`src/oic_regs.svh`:
```
// Purpose: Register map and timing constants for the inhibit control pin.
// Assumes: 40 MHz core clock, word registers on a plain strobe port.
// Notes: Offsets are byte addresses of 32-bit words.
`ifndef OIC_REGS_SVH
`define OIC_REGS_SVH
`define OIC_ADDR_CTRL 8'h00
`define OIC_ADDR_CMD 8'h04
`define OIC_ADDR_STAT 8'h08
`define OIC_ADDR_IRQ_ST 8'h0C
`define OIC_ADDR_IRQ_MASK 8'h10
`define OIC_ADDR_PWM_PER 8'h14
`define OIC_ADDR_PWM_HI 8'h18
`define OIC_CTRL_FUNC_LSB 0
`define OIC_CTRL_INV 2
`define OIC_CTRL_LATCH 3
`define OIC_CTRL_OUT_LSB 4
`define OIC_CMD_ON 0
`define OIC_CMD_OFF 1
`define OIC_CMD_CLR_PROT 2
`define OIC_IRQ_INH_RISE 0
`define OIC_IRQ_LATCH_TRIP 1
`define OIC_IRQ_IN_EDGE 2
`define OIC_CLK_MHZ 40
`define OIC_MIN_LOW_US 30
`define OIC_MIN_LOW_CYC (`OIC_MIN_LOW_US * `OIC_CLK_MHZ)
`define OIC_CNT_W 16
`define OIC_ZERO32 32'h0000_0000
`endif

```
`src/oic_pkg.sv`:
```
// Purpose: Types shared by the inhibit control pin design.
// Assumes: Used together with oic_regs.svh.
// Notes: Function and output source encodings, control word and interrupt bit structs.
package oic_pkg;
   typedef enum logic [1:0] {
      OIC_FN_INHIBIT,
      OIC_FN_INPUT,
      OIC_FN_OUTPUT,
      OIC_FN_RSVD
   } oic_func_t;
   typedef enum logic [1:0] {
      OIC_SRC_FALSE,
      OIC_SRC_TRUE,
      OIC_SRC_PWM,
      OIC_SRC_RSVD
   } oic_src_t;
   typedef struct packed {
      oic_src_t src;
      logic latch;
      logic invert;
      oic_func_t func;
   } oic_ctrl_t;
   typedef struct packed {
      logic in_edge;
      logic latch_trip;
      logic inh_rise;
   } oic_irq_t;
endpackage : oic_pkg

```
`src/oic_pwm.sv`:
```
// Purpose: PWM generator for the pin output function.
// Assumes: Period and high time in core clock cycles.
// Notes: A high time at or above the period gives a steady high.
`timescale 1ns/1ps
`include "oic_regs.svh"
module oic_pwm
   import oic_pkg::*;
(
   input wire logic i_core_clk,
   input wire logic i_sys_rst,
   input wire logic i_enable,
   input wire logic [31:0] i_period,
   input wire logic [31:0] i_high,
   output logic o_pwm
);
   logic [31:0] cnt_reg;
   logic [31:0] cnt_next;
   logic pwm_reg;
   logic pwm_next;

   // Free count wraps at the period; restarts when disabled
   always_comb begin
      cnt_next = cnt_reg + 32'h0000_0001;
      if (!i_enable || cnt_next >= i_period) begin
         cnt_next = `OIC_ZERO32;
      end
      pwm_next = i_enable && (cnt_next < i_high);
   end

   always_ff @(posedge i_core_clk) begin
      if (i_sys_rst) begin
         cnt_reg <= `OIC_ZERO32;
         pwm_reg <= 1'b0;
      end else begin
         cnt_reg <= cnt_next;
         pwm_reg <= pwm_next;
      end
   end

   assign o_pwm = pwm_reg;
endmodule : oic_pwm

```
`src/oic_pin.sv`:
```
// Purpose: Multipurpose inhibit / input / output control pin.
// Assumes: One core clock; pin is tri-state style with three signals.
// Notes: Output enable low means the block drives the pin.
// Operation
// - Pin function is one of inhibit, level input or digital output.
// - Polarity option inverts pin level for input and output.
// - Inhibit function lets the pin govern the supply output.
// - Inhibit offers level-following or latched sub-mode.
// - Undriven pin reads high and, unless inverted, leaves output alone.
// - Level mode: low pin forces output to zero, on indicator stays.
// - Level mode: pin back high restores output automatically.
// - Inverted: high pin level is the inhibiting condition.
// - Active level inhibit disables output and shows inhibit flag.
// - Latched: pulse while on switches output state off.
// - After latched trip output stays off until operator turns on.
// - Trip sets protection state; restart only after it is cleared.
// - Input function samples the pin as an external level.
// - Output, not inverted: true drives pin low.
// - Output, not inverted: false drives pin high.
// - Output inverted: true goes high, false goes low.
// - Output can emit PWM with settable frequency and duty.
`timescale 1ns/1ps
`include "oic_regs.svh"
module oic_pin
   import oic_pkg::*;
(
   input wire logic i_core_clk,
   input wire logic i_sys_rst,
   input wire logic [7:0] i_addr,
   input wire logic [31:0] i_wdata,
   input wire logic i_wr,
   input wire logic i_rd,
   output logic [31:0] o_rdata,
   input wire logic i_pin,
   output logic o_pin,
   output logic o_pin_oe_n,
   output logic o_output_on,
   output logic o_output_gate,
   output logic o_onoff_indicator,
   output logic o_inhibit_active_indication,
   output logic o_latched_shutdown_indication,
   output logic o_irq
);
   // On/off state; protection is left only by an explicit clear
   typedef enum logic [1:0] {
      OIC_ST_OFF,
      OIC_ST_ON,
      OIC_ST_PROT
   } oic_state_t;

   oic_ctrl_t ctrl_reg;
   oic_ctrl_t ctrl_next;
   logic [31:0] per_reg;
   logic [31:0] per_next;
   logic [31:0] hi_reg;
   logic [31:0] hi_next;
   oic_irq_t ist_reg;
   oic_irq_t ist_next;
   oic_irq_t imask_reg;
   oic_irq_t imask_next;
   logic [31:0] rdata_reg;
   logic [31:0] rdata_next;
   oic_state_t st_reg;
   oic_state_t st_next;
   logic sync1_reg;
   logic sync2_reg;
   logic lvl_reg;
   logic lvl_next;
   logic [`OIC_CNT_W-1:0] low_cnt_reg;
   logic [`OIC_CNT_W-1:0] low_cnt_next;
   logic armed_reg;
   logic armed_next;
   logic pin_reg;
   logic pin_next;
   logic oe_n_reg;
   logic oe_n_next;
   logic gate_reg;
   logic gate_next;
   logic inh_reg;
   logic inh_next;
   logic irq_reg;
   logic irq_next;
   logic pwm;
   logic pwm_en;
   logic logic_lvl;
   logic pulse_ok;
   logic inh_level;
   logic cmd_on;
   logic cmd_off;
   logic cmd_clr;

   // Two flop synchroniser; first stage read only by the second
   // Both stages reset high, the idle level of the pulled-up pin
   always_ff @(posedge i_core_clk) begin
      if (i_sys_rst) begin
         sync1_reg <= 1'b1;
         sync2_reg <= 1'b1;
      end else begin
         sync1_reg <= i_pin;
         sync2_reg <= sync1_reg;
      end
   end

   // PWM runs only while selected so it restarts at a known phase
   assign pwm_en = ctrl_reg.func == OIC_FN_OUTPUT &&
                   ctrl_reg.src == OIC_SRC_PWM;

   oic_pwm u_pwm (
      .i_core_clk (i_core_clk),
      .i_sys_rst (i_sys_rst),
      .i_enable (pwm_en),
      .i_period (per_reg),
      .i_high (hi_reg),
      .o_pwm (pwm)
   );

   // Logical pin level: active means low pin unless inverted
   assign logic_lvl = ctrl_reg.invert ? sync2_reg : ~sync2_reg;
   assign inh_level = ctrl_reg.func == OIC_FN_INHIBIT && !ctrl_reg.latch &&
                      lvl_reg;
   // Qualified pulse: active long enough, armed from an idle level
   assign pulse_ok = armed_reg && lvl_reg &&
                     low_cnt_reg == `OIC_CNT_W'(`OIC_MIN_LOW_CYC - 1);
   // Command bits decode one each; several may be set at once
   assign cmd_on = i_wr && i_addr == `OIC_ADDR_CMD &&
                   i_wdata[`OIC_CMD_ON];
   assign cmd_off = i_wr && i_addr == `OIC_ADDR_CMD &&
                    i_wdata[`OIC_CMD_OFF];
   assign cmd_clr = i_wr && i_addr == `OIC_ADDR_CMD &&
                    i_wdata[`OIC_CMD_CLR_PROT];

   // Level filter and pulse width counter
   // Counter parks at the trip count; re-armed only by an idle pin
   always_comb begin
      lvl_next = logic_lvl;
      low_cnt_next = low_cnt_reg;
      armed_next = armed_reg;
      if (!lvl_reg) begin
         low_cnt_next = '0;
         armed_next = 1'b1;
      end else if (low_cnt_reg != `OIC_CNT_W'(`OIC_MIN_LOW_CYC - 1)) begin
         low_cnt_next = low_cnt_reg + `OIC_CNT_W'(1);
      end else begin
         armed_next = 1'b0; // One trip per pulse
      end
   end

   always_ff @(posedge i_core_clk) begin
      if (i_sys_rst) begin
         lvl_reg <= 1'b0;
         low_cnt_reg <= '0;
         armed_reg <= 1'b0;
      end else begin
         lvl_reg <= lvl_next;
         low_cnt_reg <= low_cnt_next;
         armed_reg <= armed_next;
      end
   end

   // On/off state machine; protection blocks a restart until cleared
   always_comb begin
      st_next = st_reg;
      case (st_reg)
         OIC_ST_OFF: begin
            if (cmd_on) begin
               st_next = OIC_ST_ON;
            end
         end
         OIC_ST_ON: begin
            // A trip outranks an off command in the same cycle
            if (ctrl_reg.func == OIC_FN_INHIBIT && ctrl_reg.latch &&
                pulse_ok) begin
               st_next = OIC_ST_PROT;
            end else if (cmd_off) begin
               st_next = OIC_ST_OFF;
            end
         end
         OIC_ST_PROT: begin
            // Turn-on requests ignored here, never auto restore
            if (cmd_clr) begin
               st_next = OIC_ST_OFF;
            end
         end
         default: begin
            st_next = OIC_ST_OFF;
         end
      endcase
   end

   always_ff @(posedge i_core_clk) begin
      if (i_sys_rst) begin
         st_reg <= OIC_ST_OFF;
      end else begin
         st_reg <= st_next;
      end
   end

   // Output gate and pin drive
   // Outside the output function the pin is released, never fought
   always_comb begin
      gate_next = st_next == OIC_ST_ON && !inh_level;
      inh_next = inh_level;
      pin_next = 1'b1;
      oe_n_next = 1'b1; // Released; pull up reads high
      if (ctrl_reg.func == OIC_FN_OUTPUT) begin
         oe_n_next = 1'b0;
         case (ctrl_reg.src)
            OIC_SRC_TRUE: pin_next = ctrl_reg.invert;
            OIC_SRC_PWM: pin_next = ctrl_reg.invert ~^ pwm;
            default: pin_next = ~ctrl_reg.invert;
         endcase
      end
   end

   always_ff @(posedge i_core_clk) begin
      if (i_sys_rst) begin
         gate_reg <= 1'b0;
         inh_reg <= 1'b0;
         pin_reg <= 1'b1;
         oe_n_reg <= 1'b1;
      end else begin
         gate_reg <= gate_next;
         inh_reg <= inh_next;
         pin_reg <= pin_next;
         oe_n_reg <= oe_n_next;
      end
   end

   // Register writes; sticky set wins over write-one-to-clear
   always_comb begin
      ctrl_next = ctrl_reg;
      per_next = per_reg;
      hi_next = hi_reg;
      imask_next = imask_reg;
      ist_next = ist_reg;
      if (i_wr) begin
         if (i_addr == `OIC_ADDR_CTRL) begin
            ctrl_next = oic_ctrl_t'(i_wdata[$bits(oic_ctrl_t)-1:0]);
         end else if (i_addr == `OIC_ADDR_IRQ_ST) begin
            ist_next = ist_reg & ~oic_irq_t'(i_wdata[$bits(oic_irq_t)-1:0]);
         end else if (i_addr == `OIC_ADDR_IRQ_MASK) begin
            imask_next = oic_irq_t'(i_wdata[$bits(oic_irq_t)-1:0]);
         end else if (i_addr == `OIC_ADDR_PWM_PER) begin
            per_next = i_wdata;
         end else if (i_addr == `OIC_ADDR_PWM_HI) begin
            hi_next = i_wdata;
         end
      end
      // Events land after the write, so a same-cycle clear loses
      if (inh_level && !inh_reg) begin
         ist_next.inh_rise = 1'b1;
      end
      if (st_reg == OIC_ST_ON && st_next == OIC_ST_PROT) begin
         ist_next.latch_trip = 1'b1;
      end
      if (ctrl_reg.func == OIC_FN_INPUT && lvl_next != lvl_reg) begin
         ist_next.in_edge = 1'b1;
      end
      irq_next = |(ist_next & imask_next);
   end

   always_ff @(posedge i_core_clk) begin
      if (i_sys_rst) begin
         ctrl_reg <= '0;
         per_reg <= `OIC_ZERO32;
         hi_reg <= `OIC_ZERO32;
         imask_reg <= '0;
         ist_reg <= '0;
         irq_reg <= 1'b0;
      end else begin
         ctrl_reg <= ctrl_next;
         per_reg <= per_next;
         hi_reg <= hi_next;
         imask_reg <= imask_next;
         ist_reg <= ist_next;
         irq_reg <= irq_next;
      end
   end

   // Read mux; unmapped addresses read zero
   always_comb begin
      rdata_next = `OIC_ZERO32;
      if (i_rd) begin
         if (i_addr == `OIC_ADDR_CTRL) begin
            rdata_next = {26'h000_0000, ctrl_reg};
         end else if (i_addr == `OIC_ADDR_STAT) begin
            rdata_next = {26'h000_0000, lvl_reg, st_reg == OIC_ST_PROT,
                          inh_reg, gate_reg, st_reg == OIC_ST_ON,
                          sync2_reg};
         end else if (i_addr == `OIC_ADDR_IRQ_ST) begin
            rdata_next = {29'h0000_0000, ist_reg};
         end else if (i_addr == `OIC_ADDR_IRQ_MASK) begin
            rdata_next = {29'h0000_0000, imask_reg};
         end else if (i_addr == `OIC_ADDR_PWM_PER) begin
            rdata_next = per_reg;
         end else if (i_addr == `OIC_ADDR_PWM_HI) begin
            rdata_next = hi_reg;
         end
      end
   end

   // Read data stands one cycle, then falls back to zero
   always_ff @(posedge i_core_clk) begin
      if (i_sys_rst) begin
         rdata_reg <= `OIC_ZERO32;
      end else begin
         rdata_reg <= rdata_next;
      end
   end

   // Indicator flops: on lamp follows state, not the inhibit gate
   logic on_ind_reg;
   logic on_ind_next;
   logic prot_ind_reg;
   logic prot_ind_next;

   // Lamps copy the next state so they move with the state flop
   always_comb begin
      on_ind_next = st_next == OIC_ST_ON;
      prot_ind_next = st_next == OIC_ST_PROT;
   end

   always_ff @(posedge i_core_clk) begin
      if (i_sys_rst) begin
         on_ind_reg <= 1'b0;
         prot_ind_reg <= 1'b0;
      end else begin
         on_ind_reg <= on_ind_next;
         prot_ind_reg <= prot_ind_next;
      end
   end

   assign o_rdata = rdata_reg;
   assign o_pin = pin_reg;
   assign o_pin_oe_n = oe_n_reg;
   assign o_output_on = on_ind_reg;
   assign o_output_gate = gate_reg;
   assign o_onoff_indicator = on_ind_reg;
   assign o_inhibit_active_indication = inh_reg;
   assign o_latched_shutdown_indication = prot_ind_reg;
   assign o_irq = irq_reg;
endmodule : oic_pin

```
`config.mk`:
```
export PLATFORM = sky130hd
export DESIGN_NAME = oic_pin
export DESIGN_NICKNAME = d
export VERILOG_FILES = /design/src/oic_pkg.sv /design/src/oic_pwm.sv /design/src/oic_pin.sv
export VERILOG_INCLUDE_DIRS = /design/src
export SDC_FILE = /design/constraint.sdc
export NUM_CORES = 1
export LEC_CHECK = 0
export ABC_AREA = 1
export BUFFER_PORTS_ARGS = -buffer_cell sky130_fd_sc_hd__buf_2
export CAP_MARGIN = 25
export CELL_PAD_IN_SITES_DETAIL_PLACEMENT = 0
export CELL_PAD_IN_SITES_GLOBAL_PLACEMENT = 1
export CORE_UTILIZATION = 47
export DETAILED_ROUTE_END_ITERATION = 6
export PLACE_DENSITY_LB_ADDON = 0.08
export SYNTH_ARGS = -nofsm -noshare
export SYNTH_HDL_FRONTEND = slang
export SYNTH_SLANG_ARGS = --single-unit
```
`constraint.sdc`:
```
create_clock -name i_core_clk -period 12.1 [get_ports i_core_clk]
set_input_delay 0.605 -clock i_core_clk [delete_from_list [all_inputs] [get_ports i_core_clk]]
set_output_delay 0.605 -clock i_core_clk [all_outputs]
set_load 0.02 [all_outputs]
```
Word level (Yosys, flattened, before mapping)
Index checks and enable logic that the tools add are counted.
{"block": "op_classes", "n_reduce_logical": 32, "bitwise": 13, "muxes": 27, "n_addsub": 2, "n_eq_ne": 18, "magnitude_cmp": 2}
{"operator": "32-bit 2-to-1 mux", "count": 3}
{"operator": "32-bit by 1-bit adder with 32-bit output (second input constant)", "count": 1}
{"operator": "32-bit greater-or-equal comparator", "count": 1}
{"operator": "32-bit < comparator", "count": 1}
{"operator": "8-bit by 5-bit equality test with 1-bit output (second input constant)", "count": 3}
{"operator": "6-bit 2-to-1 mux", "count": 4}
{"operator": "3-bit 2-to-1 mux", "count": 7}
{"operator": "16-bit by 1-bit adder with 16-bit output (second input constant)", "count": 1}
{"operator": "16-bit by 11-bit equality test with 1-bit output (second input constant)", "count": 1}
{"operator": "8-bit by 4-bit equality test with 1-bit output (second input constant)", "count": 2}
{"operator": "1-bit logical AND", "count": 16}
{"operator": "16-bit by 11-bit != test with 1-bit output (second input constant)", "count": 1}
{"operator": "1-bit NOT", "count": 9}
{"operator": "2-bit by 1-bit equality test with 1-bit output (second input constant)", "count": 4}
{"operator": "2-bit equality test (second input constant)", "count": 4}
{"operator": "8-bit by 3-bit equality test with 1-bit output (second input constant)", "count": 1}
{"operator": "8-bit zero test", "count": 1}
{"operator": "2-bit 2-to-1 mux", "count": 4}
{"operator": "1-bit 2-to-1 mux", "count": 7}
{"operator": "3-bit AND", "count": 2}
{"operator": "2-bit case mux with 3 select lines", "count": 1}
{"operator": "6-bit AND reduction", "count": 1}
{"operator": "2-bit OR reduction", "count": 3}
{"operator": "6-bit OR reduction", "count": 1}
{"operator": "other kinds (11)", "count": 15}
{"block": "totals", "inputBits": 45, "wordCells": 123, "ff_bits": 170, "output_inout_bits": 40}

Logic depth before layout (Yosys ltp)
Gate-level depths: netlist (run 1).
{"block": "logic_depth", "word_depth": 11, "depth_mapped": 35, "ltp_nobuf": 34}

Cells and area by module
From an unflattened synthesis (run 1), not the netlist that was laid out.
{"block": "unflattened", "hier_cells": 1304, "area_unflattened_um2": 9126.3}
{"module": "oic_pin", "area_per_inst_um2": 5537.8, "n_inst": 1, "cells_per_inst": 738, "seq_area_each_um2": 2742.6}
{"module": "oic_pwm", "area_per_inst_um2": 3588.4, "n_inst": 1, "cells_per_inst": 566, "seq_area_each_um2": 660.6}

Worst setup path after synthesis (run 1)
OpenSTA, ideal clock, no wires.
{"block": "synth_timing", "path_type": "register to register", "startpoint": "register u_pwm.cnt_reg[0]", "endpoint": "register u_pwm.pwm_reg, in the netlist u_pwm.o_pwm", "setup_time_ns": 0.070, "path_buffers": 1, "setup_slack_ns": 7.975, "t_arrival_ns": 4.055, "period_less_slack_ns": 4.125, "path_stages_with_launch": 33, "required_ns": 12.030, "cell_sequence": "dfxtp_1 ha_1 nand2_2 nor2_4 nand3_4 nor2_4 inv_2 nor3_4 nand2_2 nor2_4 nand2_2 nor2_4 nand4_4 o21ai_2 inv_1 ha_1 nand2_1 nor2_1 nand2_1 nor2_1 nand2_1 nand2_1 clkbuf_1 nor2_1 ha_1 a21oi_1 o21ai_0 nand3_1 nand2_1 nand2_1 a21oi_1 a2111o_1 a21oi_1"}
{"block": "synth_via", "elab_chain_len": 6}
{"element": "start, declared", "line": "oic_pwm.sv:16", "text": "logic [31:0] cnt_reg;"}
{"element": "start signal, assigned", "line": "oic_pwm.sv:32", "text": "cnt_reg <= `OIC_ZERO32;"}
{"element": "start signal, assigned", "line": "oic_pwm.sv:35", "text": "cnt_reg <= cnt_next;"}
{"element": "32-bit by 1-bit adder with 32-bit output (*)", "line": "oic_pwm.sv:23", "text": "cnt_next = cnt_reg + 32'h0000_0001;"}
{"element": "32-bit greater-or-equal comparator", "line": "oic_pwm.sv:24", "text": "if (!i_enable || cnt_next >= i_period) begin"}
{"element": "1-bit logical OR", "line": "oic_pwm.sv:24"}
{"element": "32-bit 2-to-1 mux (*)", "line": "oic_pwm.sv:24"}
{"element": "named net u_pwm.cnt_next[19]", "line": "oic_pwm.sv:17", "text": "logic [31:0] cnt_next;"}
{"element": "32-bit < comparator (*)", "line": "oic_pwm.sv:27", "text": "pwm_next = i_enable && (cnt_next < i_high);"}
{"element": "1-bit logical AND (*)", "line": "oic_pwm.sv:27"}
{"element": "end signal, assigned", "line": "oic_pwm.sv:36", "text": "pwm_reg <= pwm_next;"}
{"element": "end, declared", "line": "oic_pwm.sv:18", "text": "logic pwm_reg;"}
Mark *: on every way through the listed nets, which the timed path passes. The rest lies on a longest branch.
A chain may end at the register's enable or synchronous reset.

Worst setup path after layout (run 1)
Ends and elaborated chain as after synthesis.

==> out/qor.yml, run 1 <==
placed_design:
  gpl.final_weighted_congestion: 0.894
  placed_cell_area_um2: 9220
  dp_hpwl_um: 16000
  port-buffer-count: 84
clocking:
  cts_tree: "done"
  cts.repair_timing.setup_buffer_count: 0
  clock_latency_ps: 440
  clk_transition_reported_paths_ps: 70
  clock_buffer_count_from_cts: 17
  ctsHtreeMaxLevel: 4
  cts_hold_repair.buffers: 0
  cts-resized-gates: 0
  root_buf_cell: "clkbuf_16"
  clockBufferDepth: 2
  tritoncts_num_sinks: 170
power_and_ir_drop:
  power_density_nw_per_um2: 114
  peakVddDrop_mv: 0.105
  leakage_nw: 4.13
logic_synthesis:
  postSynthAreaPerCell_um2: 7.29
  synth_top_cells_by_count: "202 x nand2_1, 177 x inv_1, 170 x dfxtp_1"
  synth_enable_flop_cells: 0
  synth_cells: 1184
  seq_area_frac_synth_pct: 39.4
  ys_top_cells_by_area: "dfxtp_1 39%, ha_1 9.7%, nand2_1 8.8%, a21oi_1 8.3%, inv_1 7.7%"
  mappedNetlistArea_um2: 8630
  synth.top_cell.area_share_pct: 39.4
  count_of_unique_library_cells_instantiated_by_yosys: 49
  syn-num-nets: 1296
  synth.yosys.warnings: 0
  synth_top_cell_by_area: "dfxtp_1"
  ys_ff_latch: 170
  synth_ff_type: "dfxtp_1"
  synth.most_common_cell: "nand2_1"
  async_flop_share_pct: 0
floorplan:
  design.portCount: 85
  placementRows: 49
  die_width_um: 138
  floorplan.die_area_um2: 18900
  design.core.area_um2: 18000
  initial_core_util_pct: 48.1
  fp.dieH_um: 138
final_layout:
  n_antenna_cell: 0
  nFillCells: 1814
  fraction_of_final_layout_cells_sized_beyond_drive_strength_1_pct: 11.9
  flow.area_growth_from_synthesis_pct: 13.5
  design_area_um2: 9800
  design.final.nets: 1365
  multiInputGateArea_um2: 4390
  register_area_um2: 3400
worst_setup_path:
  timing.critical_path.slowest_cell_delay_ps: 520
  crit_path_top_delay_cell: "buf_4"
  worst-endpoint-arrival_ps: 5180
  worstSetupPathType: "reg2reg"
  required_ps: 12460
  critPathLaunchType: "flip-flop"
  critPathCaptureType: "flip-flop"
  cp_max_fo: 62
  critical_path.most_common_cell: "nand2_1"
detailed_routing:
  drt-wirelength-per-cell_um: 14.8
  finalWirelength_um: 22100
  detail_route.vias_per_cell: 5.16
  drc_errors: 0
  antenna_violating_nets_post_route: 0
  drtIter0Drc: 502
  dr.pass1.iters: 5
  detailroute.via_count: 7713
timing:
  report.final.hold_viol_count: 0
  setup_clock_skew_after_layout_ps: 14.2
  tns_ps: 0
  max_freq_mhz: 207
  fin_crit_share_pct: 39.9
  slew_headroom_pct: 28.2
  setup_viol_count_final: 0
  finalMaxSlewViolations: 0
  min_tclk_post_route_ps: 4820
  unrepaired_setup_endpoints_after_global_routing: "no"
  tightest_slew_ps: 1070
  hold_slack_final_ps: 352
global_routing:
  maximum_number_of_pins_on_one_net_before_global_route_repair: 73
  initial_antenna_violation_count: 1
  global_route.usage.total_pct: 24.8
  overflow: 0
  via_count_of_the_first_global_routing_pass: 7058
  grt_pass1_wl_um: 36000
flow_run:
  max_cap_viol_count: 0
run_status:
  status: "finished, final reports clean"
worst_hold_path:
  hold_class: "in2reg"
stage by stage:
step	cells	util [%]	power (mW)	setup slack (ps)
2_1_floorplan	1184	-	0.591	7970
3_3_place_gp	1462	51.3	0.607	7430
3_5_place_dp	1462	51.3	0.607	7330
4_1_cts	1494	54.4	1.13	7270
5_1_grt	1495	54.5	1.16	6720
6_report	1495	54.5	1.12	7280
worst paths after layout:
check	end	cells past startpoint	slack, ps	from
worst max-delay path	u_pwm.o_pwm$_SDFF_PP0_	32	7280	u_pwm.cnt_reg[0]$_SDFF_PP0_
worst min-delay path	sync1_reg$_SDFF_PP1_	2	350	i_pin
worst max register to register	u_pwm.o_pwm$_SDFF_PP0_	32	7280	u_pwm.cnt_reg[0]$_SDFF_PP0_
worst min register to register	sync2_reg$_SDFF_PP1_	1	420	sync1_reg$_SDFF_PP1_
cell usage in the layout (no fill, tap or decap), drive strengths merged, types with 3 or more instances in the layout:
cell type,n
nor4,11
nand4,15
clkbuf,20
a211oi,3
nor3,56
dfxtp,170
or2,6
a21oi,143
a21o,4
xor2,19
o21ai,92
nand3,20
ha,67
o22ai,5
inv,189
clkinv,4
nand2,205
buf,90
nor2,123
xnor2,3
layout make-up:
cell class	instances	area share (%)
clock inverters	12	1.03
multi-input cells	792	44.8
inverters	182	6.97
well taps	229	2.92
clock buffers	20	4.66
flip-flops and latches	170	34.7
repair buffers	90	4.88
logic make-up after synthesis:
family                   count (synthesis)  share of synthesized area [%]
AND/OR/NAND/NOR                        440                           22.6
AO/OA/AOI/OAI                          263                           16.2
buffers and inverters                  222                           9.83
flip-flops                             170                           39.4
adder cells (fa/ha/maj)                 67                           9.71
XOR/XNOR                                22                           2.23
worst max-delay path: cells and delay by family (launching register included):
kind / cells / cell delay [ps]
buf+inv: 3 / 650
fa+ha+maj: 3 / 790
flops: 1 / 410
simple gates: 20 / 1970
compound gates: 6 / 930
per-layer routing:
metal | GRT usage, % | wire (µm)
met4 | 5.92 | 204
met3 | 4.89 | 977
met2 | 39.1 | 9890
met5 | 0 | 0
met1 | 34.5 | 11100
power breakdown:
group          internal, mW  total (mW)  switching (mW)  leakage (nW)
combinational        0.0104      0.0327          0.0222          2.48
clock                 0.280       0.526           0.245         0.276
sequential            0.561       0.562        0.000964          1.37
No activity file was read; power rests on OpenSTA's default activity.
==> inputs of run 2 (changes only) <==
--- a/config.mk
+++ b/config.mk
@@ -11,7 +11,7 @@
 export CAP_MARGIN = 25
 export CELL_PAD_IN_SITES_DETAIL_PLACEMENT = 0
 export CELL_PAD_IN_SITES_GLOBAL_PLACEMENT = 1
-export CORE_UTILIZATION = 47
+export CORE_UTILIZATION = 43
 export DETAILED_ROUTE_END_ITERATION = 6
 export PLACE_DENSITY_LB_ADDON = 0.08
 export SYNTH_ARGS = -nofsm -noshare
==> constraint.sdc (replaced) <==
create_clock -name i_core_clk -period 4.9 [get_ports i_core_clk]
set_input_delay 0.245 -clock i_core_clk [delete_from_list [all_inputs] [get_ports i_core_clk]]
set_output_delay 0.245 -clock i_core_clk [all_outputs]
set_load 0.02 [all_outputs]
==> run 2 against run 1 <==
Global-route usage shrank 1.6 points. Utilization shrank 3.8 points. Die area grew 9.2%. Worst setup slack lost 6800 ps. Critical endpoint unchanged. Largest cell class unchanged.
==> out/qor.yml, run 2 (synthesis gave the netlist of run 1 again) <==
power_and_ir_drop:
  cell_internal_power_mw: 2.09
  combinationalPowerShare_pct: 3.0
  netSwitchingFraction_pct: 23.4
  leakage_nw: 4.14
  power_density_nw_per_um2: 275
  power.share.sequential_pct: 50.8
  net-switching-power_mw: 0.639
  power.clock.fraction_pct: 46.2
  peakVddDrop_mv: 0.233
floorplan:
  fp.dieH_um: 144
  placementRows: 51
  die_width_um: 144
  design.core.area_um2: 19600
  design.portCount: 85
  floorplan.die_area_um2: 20600
  initial_core_util_pct: 44.1
detailed_routing:
  dr.pass1.iters: 5
  drtIter0Drc: 364
  drt-wirelength-per-cell_um: 14.7
  drc_errors: 0
  finalWirelength_um: 22600
  detail_route.vias_per_cell: 4.94
  detailroute.via_count: 7596
  antenna_violating_nets_post_route: 0
final_layout:
  design.final.nets: 1373
  n_antenna_cell: 0
  leading_cell_types_in_the_layout_fill_and_taps_excluded: "199 x nand2_1, 177 x inv_1, 170 x dfxtp_1, 142 x a21oi_1, 117 x nor2_1"
  flow.area_growth_from_synthesis_pct: 15.1
  fraction_of_final_layout_cells_sized_beyond_drive_strength_1_pct: 12.6
  layout_commonest_cell: "nand2_1"
timing:
  max_freq_mhz: 225
  setup_viol_count_final: 0
  fin_ws_ps: 448
  min_tclk_post_route_ps: 4450
  tightest_slew_ps: 1130
  slew_headroom_pct: 23.9
  setup_clock_skew_after_layout_ps: 13.6
  report.final.hold_viol_count: 0
  finalMaxSlewViolations: 0
  fin_crit_share_pct: 90.9
  tns_ps: 0
global_routing:
  overflow: 0
  maximum_number_of_pins_on_one_net_before_global_route_repair: 73
  global_route.usage.total_pct: 23.1
  via_count_of_the_first_global_routing_pass: 7141
  grt_pass1_wl_um: 36700
  initial_antenna_violation_count: 0
worst_setup_path:
  timing.critical_path.slowest_cell_delay_ps: 340
  critPathCaptureType: "flip-flop"
  cp_max_fo: 33
  worst-path-buf-inv: 3
  required_ps: 5260
  crit_path_top_delay_cell: "dfxtp_1"
  worstSetupPathType: "reg2reg"
  cp_top_family: "simple AND/OR/NAND/NOR gates"
  worst-endpoint-arrival_ps: 4810
  critPathLaunchType: "flip-flop"
clocking:
  clock_latency_ps: 430
  clk_transition_reported_paths_ps: 70
  ctsHtreeMaxLevel: 4
  clockBufferDepth: 2
  root_buf_cell: "clkbuf_16"
  clock_buffer_count_from_cts: 17
  tritoncts_num_sinks: 170
  cts_tree: "done"
flow_run:
  max_cap_viol_count: 0
placed_design:
  gpl.final_weighted_congestion: 0.882
  port-buffer-count: 84
  dp_hpwl_um: 16800
  pre_cts_ws_ps: 349
run_status:
  status: "finished, final reports clean"
worst_hold_path:
  hold_class: "in2reg"
## run 2: per-stage QoR
step                      total power [mW]  cells  utilization [%]  hold slack, ps  instance area [µm²]
after global routing                  2.84   1539             50.7             113                 9940
after CTS                             2.76   1538             50.5            91.4                 9900
final                                 2.73   1539             50.7             104                 9940
after floorplan                       1.46   1184                -             349                 8630
after detailed placement              1.50   1505             47.7             405                 9340
after global placement                1.50   1505             47.7             394                 9340
## run 2: cell type report
cell class                 instances  area [µm²]
fill                            2035        9650
clock buffer                      21         460
timing repair buffer              98         553
clock inverter                    11        88.8
sequential                       170        3400
multi-input combinational        792        4420
tap                              265         332
inverter                         182         683
## run 2: path summary, 6_finish.rpt
path / slack, ps / to / from / cells past startpoint
worst max register to register: 450 / u_pwm.o_pwm$_SDFF_PP0_ / u_pwm.cnt_reg[0]$_SDFF_PP0_ / 31
worst min register to register: 420 / sync2_reg$_SDFF_PP1_ / sync1_reg$_SDFF_PP1_ / 1
worst max-delay path: 450 / u_pwm.o_pwm$_SDFF_PP0_ / u_pwm.cnt_reg[0]$_SDFF_PP0_ / 31
worst min-delay path: 100 / per_reg[6]$_SDFFE_PP0P_ / i_wdata[6] / 3
## run 2: worst reg2reg max path, delay by kind of cell (launching register included)
family | cells | cell delay [ps]
AOI/OAI and AO/OA | 9 | 1300
adders and majority gates | 3 | 670
buffers and inverters | 3 | 310
DFF | 1 | 340
and+or+nand+nor | 16 | 1800
## run 2: what timing repair did
item / in CTS / in global routing
resized for setup: 0 / 6
endpoints found under the hold margin: 1 / 0
hold buffers: 1 / 0
setup buffers: 0 / 1
endpoints found under the setup margin: 0 / 1
## run 2: layer usage
layer | wire, µm | track usage [%]
met1 | 11500 | 33.1
met2 | 9980 | 36.2
met3 | 980 | 3.77
met4 | 137 | 5.21
met5 | 0 | 0
## run 2: power groups by stage
stage | logic [mW] | clock network, mW | registers (mW)
6_report | 0.0814 | 1.26 | 1.39
5_1_grt | 0.0915 | 1.36 | 1.39
4_1_cts | 0.0820 | 1.29 | 1.39
3_5_place_dp | 0.0811 | 0 | 1.42
3_3_place_gp | 0.0814 | 0 | 1.42
2_1_floorplan | 0.0422 | 0 | 1.42
